[config.mk]
export PLATFORM = sky130hd
export DESIGN_NAME = ring_queue_engine
export DESIGN_NICKNAME = d
export VERILOG_FILES = /design/src/verilog/ring_queue_pkg.sv /design/src/verilog/seg_stream_if.sv /design/src/verilog/seg_fifo.sv /design/src/verilog/ring_queue_engine.sv
export SDC_FILE = /design/constraint.sdc
export NUM_CORES = 2
export LEC_CHECK = 0
export ABC_CLOCK_PERIOD_IN_PS = 9600
export BUFFER_PORTS_ARGS = -buffer_cell sky130_fd_sc_hd__clkbuf_2
export CAP_MARGIN = 25
export CORE_MARGIN = 1.5
export CORE_UTILIZATION = 41
export CTS_BUF_LIST = sky130_fd_sc_hd__clkbuf_16
export DETAILED_ROUTE_END_ITERATION = 8
export PLACE_DENSITY = 0.66
export SLEW_MARGIN = 20
export SYNTH_ARGS = -nofsm -noshare
export SYNTH_HDL_FRONTEND = slang
export SYNTH_HIERARCHICAL = 1
export SYNTH_SLANG_ARGS = --single-unit
[constraint.sdc]
create_clock -name ref_clk -period 9.6 [get_ports ref_clk]
set_clock_uncertainty 0.1 [all_clocks]
set_input_delay 0 -clock ref_clk [delete_from_list [all_inputs] [get_ports ref_clk]]
set_output_delay 0 -clock ref_clk [all_outputs]
set_load 0.01 [all_outputs]
[src/verilog/ring_queue_pkg.sv]
// Constants, ring layout and types for the shared ring queue engine.
// Assumes host memory is reached by byte address, little-endian, with naturally aligned accesses.
// Notes on behaviour
// - Available index wraps as 16-bit counter.
// - Queue size at most 32768 entries.
// - Device fetches chains once index advances.
// - Readable segments precede writable segments.
// - Device returns buffers and interrupts driver.
// - Configuration change raises configuration interrupt.
// - Reset-needed status also raises that interrupt.
// - Queues live only with driver-ready, else stop.
// - Used entry holds head and written bytes.
// - Interrupt unless bit 0 of driver flags is set.
package ring_queue_pkg;
  localparam int unsigned MAX_QSIZE = 32768;
  localparam logic [15:0] MAX_QSIZE_W = 16'h8000;
  localparam logic [63:0] AVAIL_RING_OFS = 64'h0000_0000_0000_0004;
  localparam logic [63:0] USED_IDX_OFS = 64'h0000_0000_0000_0002;
  localparam logic [63:0] USED_RING_OFS = 64'h0000_0000_0000_0004;
  localparam logic [63:0] DESC_WORD1_OFS = 64'h0000_0000_0000_0008;
  localparam int unsigned RING_ENTRY_SHIFT = 1;
  localparam int unsigned USED_ELEM_SHIFT = 3;
  localparam int unsigned DESC_SHIFT = 4;
  localparam int unsigned FLAG_NEXT_BIT = 0;
  localparam int unsigned FLAG_WRITE_BIT = 1;
  localparam int unsigned NO_INTERRUPT_BIT = 0;
  localparam int unsigned AVAIL_IDX_LSB = 16;
  localparam int unsigned DESC_LEN_LSB = 0;
  localparam int unsigned DESC_FLAGS_LSB = 32;
  localparam int unsigned DESC_NEXT_LSB = 48;
  localparam int unsigned FIFO_DEPTH = 16;
  localparam logic [1:0] MEM_SIZE_16 = 2'h0;
  localparam logic [1:0] MEM_SIZE_32 = 2'h1;
  localparam logic [1:0] MEM_SIZE_64 = 2'h2;

  typedef struct packed {
    logic [15:0] head;
    logic last;
    logic writable;
    logic [31:0] len;
    logic [63:0] addr;
  } seg_s;

  localparam int unsigned SEG_W = $bits(seg_s);

  typedef enum logic [3:0] {
    ST_IDLE = 4'h0,
    ST_RD_AVAIL = 4'h1,
    ST_RD_RING = 4'h2,
    ST_RD_DESC0 = 4'h3,
    ST_RD_DESC1 = 4'h4,
    ST_PUSH = 4'h5,
    ST_WR_ELEM = 4'h6,
    ST_WR_IDX = 4'h7,
    ST_RD_FLAGS = 4'h8,
    ST_ERROR = 4'h9
  } eng_state_e;
endpackage : ring_queue_pkg

[src/verilog/seg_stream_if.sv]
// Valid/ready carrier for segment words between the engine and its FIFO.
// Assumes both ends run on the same clock.
`timescale 1ns/10ps
interface seg_stream_if #(parameter int unsigned W = 8);
  logic valid;
  logic ready;
  logic [W-1:0] data;
  modport src (output valid, output data, input ready);
  modport snk (input valid, input data, output ready);
endinterface : seg_stream_if

[src/verilog/seg_fifo.sv]
// Segment FIFO with a registered output stage.
// Assumes the drain side may stall at will; the fill side sees honest back-pressure.
`timescale 1ns/10ps
module seg_fifo #(
  parameter int unsigned WIDTH = 8,
  parameter int unsigned DEPTH = 16
) (
  input wire logic clk,
  input wire logic rst_b,
  seg_stream_if.snk in_if,
  output logic out_valid,
  input wire logic out_ready,
  output logic [WIDTH-1:0] out_data
);
  localparam int unsigned AW = $clog2(DEPTH);
  logic [WIDTH-1:0] mem_q [DEPTH];
  logic [AW-1:0] wr_ptr_q;
  logic [AW-1:0] rd_ptr_q;
  logic [AW:0] count_q;
  logic push;
  logic pop;

  // Full only when every storage word holds data; the output register is extra
  assign in_if.ready = (count_q < (AW+1)'(DEPTH));
  assign push = in_if.valid & in_if.ready;
  // Output register refills whenever it is empty or being taken
  assign pop = (count_q != '0) & (~out_valid | out_ready);

  always_ff @(posedge clk) begin
    if (push) begin
      mem_q[wr_ptr_q] <= in_if.data;
    end
  end

  always_ff @(posedge clk or negedge rst_b) begin
    if (!rst_b) begin
      wr_ptr_q <= '0;
      rd_ptr_q <= '0;
      count_q <= '0;
    end else begin
      if (push) begin
        wr_ptr_q <= wr_ptr_q + 1'b1;
      end
      if (pop) begin
        rd_ptr_q <= rd_ptr_q + 1'b1;
      end
      count_q <= count_q + (AW+1)'(push) - (AW+1)'(pop);
    end
  end

  always_ff @(posedge clk or negedge rst_b) begin
    if (!rst_b) begin
      out_valid <= 1'b0;
      out_data <= '0;
    end else if (pop) begin
      out_valid <= 1'b1;
      out_data <= mem_q[rd_ptr_q];
    end else if (out_ready) begin
      out_valid <= 1'b0;
    end
  end
endmodule : seg_fifo

[src/verilog/ring_queue_engine.sv]
// Device end of one shared-memory work queue: fetches chains, streams segments, returns used entries.
// Assumes a simple host-memory master port with one outstanding access, answered by a one-cycle mem_ack.
`timescale 1ns/10ps
module ring_queue_engine (
  input wire logic ref_clk,
  input wire logic rst_b,
  input wire logic driver_ok,
  input wire logic [15:0] queue_size,
  input wire logic [63:0] desc_base,
  input wire logic [63:0] avail_base,
  input wire logic [63:0] used_base,
  input wire logic notify,
  input wire logic cfg_changed,
  input wire logic reset_needed_req,
  output logic mem_req,
  output logic mem_we,
  output logic [1:0] mem_size,
  output logic [63:0] mem_addr,
  output logic [63:0] mem_wdata,
  input wire logic mem_ack,
  input wire logic [63:0] mem_rdata,
  output logic seg_valid,
  input wire logic seg_ready,
  output logic [63:0] seg_addr,
  output logic [31:0] seg_len,
  output logic seg_writable,
  output logic seg_last,
  output logic [15:0] seg_head,
  input wire logic cpl_valid,
  output logic cpl_ready,
  input wire logic [15:0] cpl_head,
  input wire logic [31:0] cpl_len,
  output logic queue_irq,
  output logic cfg_irq,
  output logic reset_needed_status,
  output logic queue_live,
  output logic [15:0] used_idx
);
  ring_queue_pkg::eng_state_e state_q;
  logic [15:0] last_avail_q;
  logic [15:0] avail_idx_q;
  logic [15:0] used_idx_q;
  logic [15:0] cur_q;
  logic [15:0] head_q;
  logic [15:0] next_q;
  logic [15:0] flags_q;
  logic [63:0] addr_q;
  logic [31:0] len_q;
  logic wr_seen_q;
  logic [15:0] ret_head_q;
  logic [31:0] ret_len_q;
  logic notify_pend_q;
  logic fault;
  logic irq_fire;
  logic qsize_ok;
  logic live;
  logic issue_we;
  logic [1:0] issue_size;
  logic [63:0] issue_addr;
  logic [63:0] issue_wdata;
  logic [15:0] rd_avail_idx;
  logic [15:0] desc_flags;
  logic [15:0] desc_next;
  logic seg_is_last;
  ring_queue_pkg::seg_s seg_word;
  ring_queue_pkg::seg_s seg_out;

  seg_stream_if #(.W(ring_queue_pkg::SEG_W)) seg_if ();

  // Power-of-two sizes make the modulo a mask
  function automatic logic [15:0] ring_slot(input logic [15:0] idx, input logic [15:0] qs);
    ring_slot = idx & (qs - 16'h0001);
  endfunction : ring_slot

  function automatic logic [63:0] desc_addr(input logic [15:0] idx);
    desc_addr = desc_base + (64'(idx) << ring_queue_pkg::DESC_SHIFT);
  endfunction : desc_addr

  assign qsize_ok = (queue_size != 16'h0000) && (queue_size <= ring_queue_pkg::MAX_QSIZE_W)
    && ((queue_size & (queue_size - 16'h0001)) == 16'h0000);
  assign live = driver_ok & qsize_ok & ~reset_needed_status;
  assign rd_avail_idx = mem_rdata[ring_queue_pkg::AVAIL_IDX_LSB +: 16];
  assign desc_flags = mem_rdata[ring_queue_pkg::DESC_FLAGS_LSB +: 16];
  assign desc_next = mem_rdata[ring_queue_pkg::DESC_NEXT_LSB +: 16];
  assign seg_is_last = ~flags_q[ring_queue_pkg::FLAG_NEXT_BIT];

  always_comb begin
    seg_word.head = head_q;
    seg_word.last = seg_is_last;
    seg_word.writable = flags_q[ring_queue_pkg::FLAG_WRITE_BIT];
    seg_word.len = len_q;
    seg_word.addr = addr_q;
  end
  assign seg_if.data = seg_word;
  assign seg_if.valid = (state_q == ring_queue_pkg::ST_PUSH);

  // Memory access that each state needs
  always_comb begin
    issue_we = 1'b0;
    issue_size = ring_queue_pkg::MEM_SIZE_16;
    issue_addr = avail_base;
    issue_wdata = 64'h0000_0000_0000_0000;
    unique case (state_q)
      ring_queue_pkg::ST_RD_AVAIL: begin
        issue_size = ring_queue_pkg::MEM_SIZE_32;
      end
      ring_queue_pkg::ST_RD_RING: begin
        issue_addr = avail_base + ring_queue_pkg::AVAIL_RING_OFS
          + (64'(ring_slot(last_avail_q, queue_size)) << ring_queue_pkg::RING_ENTRY_SHIFT);
      end
      ring_queue_pkg::ST_RD_DESC0: begin
        issue_size = ring_queue_pkg::MEM_SIZE_64;
        issue_addr = desc_addr(cur_q);
      end
      ring_queue_pkg::ST_RD_DESC1: begin
        issue_size = ring_queue_pkg::MEM_SIZE_64;
        issue_addr = desc_addr(cur_q) + ring_queue_pkg::DESC_WORD1_OFS;
      end
      ring_queue_pkg::ST_WR_ELEM: begin
        issue_we = 1'b1;
        issue_size = ring_queue_pkg::MEM_SIZE_64;
        issue_addr = used_base + ring_queue_pkg::USED_RING_OFS
          + (64'(ring_slot(used_idx_q, queue_size)) << ring_queue_pkg::USED_ELEM_SHIFT);
        issue_wdata = {ret_len_q, 16'h0000, ret_head_q};
      end
      ring_queue_pkg::ST_WR_IDX: begin
        issue_we = 1'b1;
        issue_addr = used_base + ring_queue_pkg::USED_IDX_OFS;
        issue_wdata = {48'h0000_0000_0000, used_idx_q + 16'h0001};
      end
      default: begin
        issue_we = 1'b0;
      end
    endcase
  end

  // Engine sequence and host-memory master
  always_ff @(posedge ref_clk or negedge rst_b) begin
    if (!rst_b) begin
      state_q <= ring_queue_pkg::ST_IDLE;
      mem_req <= 1'b0;
      mem_we <= 1'b0;
      mem_size <= ring_queue_pkg::MEM_SIZE_16;
      mem_addr <= 64'h0000_0000_0000_0000;
      mem_wdata <= 64'h0000_0000_0000_0000;
      last_avail_q <= 16'h0000;
      avail_idx_q <= 16'h0000;
      used_idx_q <= 16'h0000;
      cur_q <= 16'h0000;
      head_q <= 16'h0000;
      next_q <= 16'h0000;
      flags_q <= 16'h0000;
      addr_q <= 64'h0000_0000_0000_0000;
      len_q <= 32'h0000_0000;
      wr_seen_q <= 1'b0;
      ret_head_q <= 16'h0000;
      ret_len_q <= 32'h0000_0000;
      cpl_ready <= 1'b0;
    end else if (!live) begin
      // Abandon in-flight work; a queue dropped by driver_ok restarts from index zero
      state_q <= reset_needed_status ? ring_queue_pkg::ST_ERROR : ring_queue_pkg::ST_IDLE;
      mem_req <= 1'b0;
      cpl_ready <= 1'b0;
      if (!driver_ok) begin
        last_avail_q <= 16'h0000;
        used_idx_q <= 16'h0000;
      end
    end else begin
      if ((state_q != ring_queue_pkg::ST_IDLE) && (state_q != ring_queue_pkg::ST_PUSH)
          && (state_q != ring_queue_pkg::ST_ERROR) && !mem_req) begin
        mem_req <= 1'b1;
        mem_we <= issue_we;
        mem_size <= issue_size;
        mem_addr <= issue_addr;
        mem_wdata <= issue_wdata;
      end else if (mem_req && mem_ack) begin
        mem_req <= 1'b0;
      end
      unique case (state_q)
        ring_queue_pkg::ST_IDLE: begin
          // A return goes first only if cpl_ready is already up; otherwise a pending doorbell wins
          if (cpl_valid && cpl_ready) begin
            ret_head_q <= cpl_head;
            ret_len_q <= cpl_len;
            cpl_ready <= 1'b0;
            state_q <= ring_queue_pkg::ST_WR_ELEM;
          end else if (notify_pend_q) begin
            cpl_ready <= 1'b0;
            state_q <= ring_queue_pkg::ST_RD_AVAIL;
          end else begin
            cpl_ready <= 1'b1;
          end
        end
        ring_queue_pkg::ST_RD_AVAIL: begin
          if (mem_req && mem_ack) begin
            avail_idx_q <= rd_avail_idx;
            // Unequal means new heads, even across the 16-bit wrap
            state_q <= (rd_avail_idx != last_avail_q) ? ring_queue_pkg::ST_RD_RING
              : ring_queue_pkg::ST_IDLE;
          end
        end
        ring_queue_pkg::ST_RD_RING: begin
          if (mem_req && mem_ack) begin
            head_q <= mem_rdata[15:0];
            cur_q <= mem_rdata[15:0];
            wr_seen_q <= 1'b0;
            state_q <= ring_queue_pkg::ST_RD_DESC0;
          end
        end
        ring_queue_pkg::ST_RD_DESC0: begin
          if (mem_req && mem_ack) begin
            addr_q <= mem_rdata;
            state_q <= ring_queue_pkg::ST_RD_DESC1;
          end
        end
        ring_queue_pkg::ST_RD_DESC1: begin
          if (mem_req && mem_ack) begin
            len_q <= mem_rdata[ring_queue_pkg::DESC_LEN_LSB +: 32];
            flags_q <= desc_flags;
            next_q <= desc_next;
            state_q <= fault ? ring_queue_pkg::ST_ERROR : ring_queue_pkg::ST_PUSH;
          end
        end
        ring_queue_pkg::ST_PUSH: begin
          if (seg_if.ready) begin
            wr_seen_q <= wr_seen_q | flags_q[ring_queue_pkg::FLAG_WRITE_BIT];
            if (!seg_is_last) begin
              cur_q <= next_q;
              state_q <= ring_queue_pkg::ST_RD_DESC0;
            end else begin
              last_avail_q <= last_avail_q + 16'h0001;
              state_q <= (last_avail_q + 16'h0001 != avail_idx_q) ? ring_queue_pkg::ST_RD_RING
                : ring_queue_pkg::ST_IDLE;
            end
          end
        end
        ring_queue_pkg::ST_WR_ELEM: begin
          if (mem_req && mem_ack) begin
            state_q <= ring_queue_pkg::ST_WR_IDX;
          end
        end
        ring_queue_pkg::ST_WR_IDX: begin
          if (mem_req && mem_ack) begin
            used_idx_q <= used_idx_q + 16'h0001;
            state_q <= ring_queue_pkg::ST_RD_FLAGS;
          end
        end
        ring_queue_pkg::ST_RD_FLAGS: begin
          if (mem_req && mem_ack) begin
            state_q <= ring_queue_pkg::ST_IDLE;
          end
        end
        ring_queue_pkg::ST_ERROR: begin
          state_q <= ring_queue_pkg::ST_ERROR;
        end
        default: begin
          state_q <= ring_queue_pkg::ST_IDLE;
        end
      endcase
    end
  end

  // Malformed chain: writable then readable, or index outside the table
  assign fault = (state_q == ring_queue_pkg::ST_RD_DESC1) && mem_req && mem_ack
    && ((wr_seen_q && !desc_flags[ring_queue_pkg::FLAG_WRITE_BIT])
      || (cur_q >= queue_size)
      || (desc_flags[ring_queue_pkg::FLAG_NEXT_BIT] && (desc_next >= queue_size)));

  // Doorbell kept until the engine looks; a ring in the same cycle wins over the clear
  always_ff @(posedge ref_clk or negedge rst_b) begin
    if (!rst_b) begin
      notify_pend_q <= 1'b0;
    end else begin
      notify_pend_q <= (notify & live)
        | (notify_pend_q & live & ~((state_q == ring_queue_pkg::ST_IDLE) & ~(cpl_valid & cpl_ready)));
    end
  end

  // Used-ring interrupt gated by the driver's no-interrupt flag
  assign irq_fire = (state_q == ring_queue_pkg::ST_RD_FLAGS) && mem_req && mem_ack
    && !mem_rdata[ring_queue_pkg::NO_INTERRUPT_BIT];

  always_ff @(posedge ref_clk or negedge rst_b) begin
    if (!rst_b) begin
      queue_irq <= 1'b0;
    end else begin
      queue_irq <= irq_fire & live;
    end
  end

  // Needs-reset is sticky until device reset
  always_ff @(posedge ref_clk or negedge rst_b) begin
    if (!rst_b) begin
      reset_needed_status <= 1'b0;
      cfg_irq <= 1'b0;
    end else begin
      reset_needed_status <= reset_needed_status | fault | reset_needed_req;
      cfg_irq <= cfg_changed
        | (~reset_needed_status & (fault | reset_needed_req));
    end
  end

  always_ff @(posedge ref_clk or negedge rst_b) begin
    if (!rst_b) begin
      queue_live <= 1'b0;
      used_idx <= 16'h0000;
    end else begin
      queue_live <= live;
      used_idx <= used_idx_q;
    end
  end

  seg_fifo #(
    .WIDTH(ring_queue_pkg::SEG_W),
    .DEPTH(ring_queue_pkg::FIFO_DEPTH)
  ) u_seg_fifo (
    .clk(ref_clk),
    .rst_b(rst_b),
    .in_if(seg_if),
    .out_valid(seg_valid),
    .out_ready(seg_ready),
    .out_data(seg_out)
  );

  assign seg_addr = seg_out.addr;
  assign seg_len = seg_out.len;
  assign seg_writable = seg_out.writable;
  assign seg_last = seg_out.last;
  assign seg_head = seg_out.head;
endmodule : ring_queue_engine

==> summary.txt <==
crit-path leading delay family - compound AO/OA/AOI/OAI gates
chip height - 497.9 µm
total grt overflow - 0
nature of the critical path endpoint - flip-flop
Ports - 597
CTS buffer count - 231
Synth Area per Inst - 16.21 µm²
Worst Hold Path EP - next_q[13]
Worst R2R End - mem_addr[44]
Data required, critical path - 10.20 ns
critical-path maximum fanout - 11
adder-cell share of the synthesized area - 1.662%
CP startpoint - cur_q[8]
I/O Buffers - 580
Int Power - 17.61 mW
vias - 63460
Comb pwr share - 17.5%
leakage - 37.72 nW
P&R area growth vs syn - 17.62%
Buf/Inv on CP - 1
Yosys cell types - 98
number of cells after detailed placement - 9748
Final WS setup - 3.578 ns
Site Rows - 181
Switch Pwr - 6.891 mW
TritonRoute pass-1 iters - 6
CTS H-tree depth - 4
fin crit share - 62.72%
worst slew pin tran - 1.206 ns
Yosys reg bits - 2337
Starting DRT DRC Count - 6786
Layout Nets - 7594
Fillers - 20490
Post-Layout Cell Count - 10590
Slew Limit Fails - 0
Setup WS pre-CTS - 4.030 ns
post-layout util - 48.52%
status - finished, final reports clean
GP Congestion - 1.037
Arr. time, crit path - 6.63 ns
Skew-Pair Late Insertion Delay - 0.89 ns
Synth area leader - edfxtp_1
Post-Syn Instances - 6194
cell count of the worst hold path - 3
pwr dens - 207.4 nW/µm²
slowest stage cell on the critical path - a211oi_1
clock root cell - clkbuf_16
Final Cell Area - 118100 µm²
CTS tree - done
total core area - 243500 µm²
Detailed Route WL - 337600 µm
Post-synth ARST share - 21.95%
R2R Setup Slk - 3.58 ns
post-synthesis sequential area ratio - 67.32%
synthesized area - 100400 µm²
share of layout cells above drive strength 1 - 25.63%
largest net degree at the start of global routing - 143
crit-path cells - ha_1, a21oi_1, o21ai_1, a211oi_1, a21o_1, xor2_1, nor3_1, and4b_1, nand4_1, xor2_1, a211oi_1, nor3_1, dlygate4sd3_1
Starting Density - 41.25%
Clock Sinks - 2337
RSZ-0062 raised after global routing - false
YS warnings - 6
minimum clock period - 6.022 ns
GRT Total Usage - 26.85%
Post-CTS Hold Buffers - 352
largest family of logic cells by synthesized area - multiplexers
Reg clk slew, reported paths - 0.06 ns
antenna viol nets, final - 0
Power Total - 24.51 mW
Reg2Reg Depth - 13
Hold WC Path Type - in2reg
slowest cell delay on critical path - 0.68 ns
post-synth top area share - 54.54%
xor-xnor portion of the synthesized cell area - 2.703%
DR vias/cell - 5.995
ranking of synthesized cells by area - edfxtp_1, dfrtp_1, mux4_2, mux2_2, ha_1
CP Class - reg2reg
multiplexer area fraction after synthesis - 13.98%
Top FF cell, synth - edfxtp_1
die area - 247900 µm²
Post-synth EDFFs - 1824
clk buf depth - 3
number of global-route vias before repair - 63120
Crit Reg-Reg Startpoint - cur_q[8]
final setup TNS - 0 ns
Clock power frac - 36.1%
Fin. Hold Viols - 0
initial antenna violation count - 116
Max Clock Freq - 166.1 MHz
Post-Synth Simple-Gate Area - 6.164%
first-pass GRT wire length - 474700 µm
Switching Share - 28.12%
hold wc startpoint - mem_rdata[61]
final-report setup violation count - 0
drt drc - 0
die width - 497.9 µm
crit path launch type - flip-flop
placed instance area - 106900 µm²
max cap viols - 0
DP HPWL - 216100 µm
Max-slew headroom - 18.99%
post-synthesis compound-gate area fraction - 6.178%
Resize count post-CTS - 0
Peak VDD IR - 0.3627 mV
setup bufs post-CTS - 0
wire per inst - 31.89 µm
Reg power frac - 46.4%
worst hold slack - 0.05924 ns
-- power by group through the flow --
stage	clock, mW	combinational [mW]	sequential (mW)
2_1_floorplan	0	2.84	11.4
3_3_place_gp	0	4.19	11.6
3_5_place_dp	0	4.22	11.6
4_1_cts	8.97	4.33	11.4
5_1_grt	9.36	4.53	11.4
6_report	8.84	4.28	11.4
-- routing by layer --
| metal | share of wire (%) | GRT usage [%] |
|---|---|---|
| met5 | 0.11 | 0 |
| met4 | 5.1 | 12.25 |
| met3 | 9.8 | 7.332 |
| met2 | 47 | 43.25 |
| met1 | 38 | 33.79 |
-- tightest hold or removal path: stages --
cell and delay [ns]:
dlygate4sd3_1 0.53, clkbuf_2 0.27, mux2_2 0.21
-- registers in the layout, indices dropped and copies added (netlist names), 2 cells and up --
signal / count
mem_addr: 64
next_q: 16
mem_size: 2
len_q: 32
u_seg_fifo/out_data: 114
ret_len_q: 32
ret_head_q: 16
u_seg_fifo/mem_q: 1824
flags_q: 2
head_q: 16
addr_q: 64
last_avail_q: 16
avail_idx_q: 16
u_seg_fifo/rd_ptr_q: 4
cur_q: 16
used_idx: 16
used_idx_q: 16
mem_wdata: 48
u_seg_fifo/count_q: 5
state_q: 4
u_seg_fifo/wr_ptr_q: 4
-- worst max-delay path by stage --
stage,cells after the start,end
after global routing,14,mem_addr[18]
after detailed placement,20,mem_addr[45]
after floorplan,10,u_seg_fifo/mem_q[10][0]
final,13,mem_addr[44]
after global placement,20,mem_addr[45]
after CTS,13,mem_addr[45]
-- area by class of cell --
| class | count | area [µm²] | area share (%) |
|---|---|---|---|
| Timing Repair Buffer | 1043 | 7587 | 6.423 |
| Antenna cell | 46 | 115.1 | 0.09745 |
| Tap cell | 3202 | 4006 | 3.392 |
| Clock inverter | 204 | 1633 | 1.382 |
| Clock buffer | 233 | 5831 | 4.936 |
| Multi-Input combinational cell | 3442 | 31030 | 26.27 |
| Inverter | 79 | 304.0 | 0.2574 |
| Sequential cell | 2337 | 67620 | 57.24 |
-- logic make-up after synthesis --
group / after synthesis
flops: 2337
simple gates: 1218
compound gates: 973
mux: 794
buf+inv: 430
xor+xnor: 310
fa+ha+maj: 131
other cells: 1
-- synth_stat cells (all sizes together) (15+ instances only) --
cell type and instances:
nor3 107, and2 46, or3 34, a21oi 248, mux2i 26, a211oi 26, inv 79, xnor2 157
a21o 34, a2111oi 21, nor2 198, ha 127, and3 69, mux4 456, a221oi 32, a31oi 15
nand2 328, o211ai 18, nor2b 53, mux2 312, o21ai 193, nand4 84, xor2 153, o22ai 229
buf 150, edfxtp 1824, nor4 38, o31ai 25, o221ai 42, nand3 181, a22oi 16, clkbuf 201
dfrtp 513
-- cell usage in the layout (no fill, tap or decap), drive strengths merged, types with 18 or more instances in the layout --
cell,n
dfrtp,513
and3,69
dlygate4sd3,351
o21ai,193
edfxtp,1824
nor2b,53
nand2,328
a211oi,26
clkbuf,812
xnor2,157
xor2,153
or3,34
clkinvlp,19
a21o,34
clkinv,112
inv,136
nor3,107
o31ai,25
a221oi,32
nor2,198
mux2i,26
buf,113
nor4,38
o22ai,229
diode,46
and2,46
o211ai,18
nand4,84
a21oi,248
mux4,456
ha,127
a2111oi,21
mux2,312
o221ai,42
nand3,181
(Power assumes the default switching activity.)
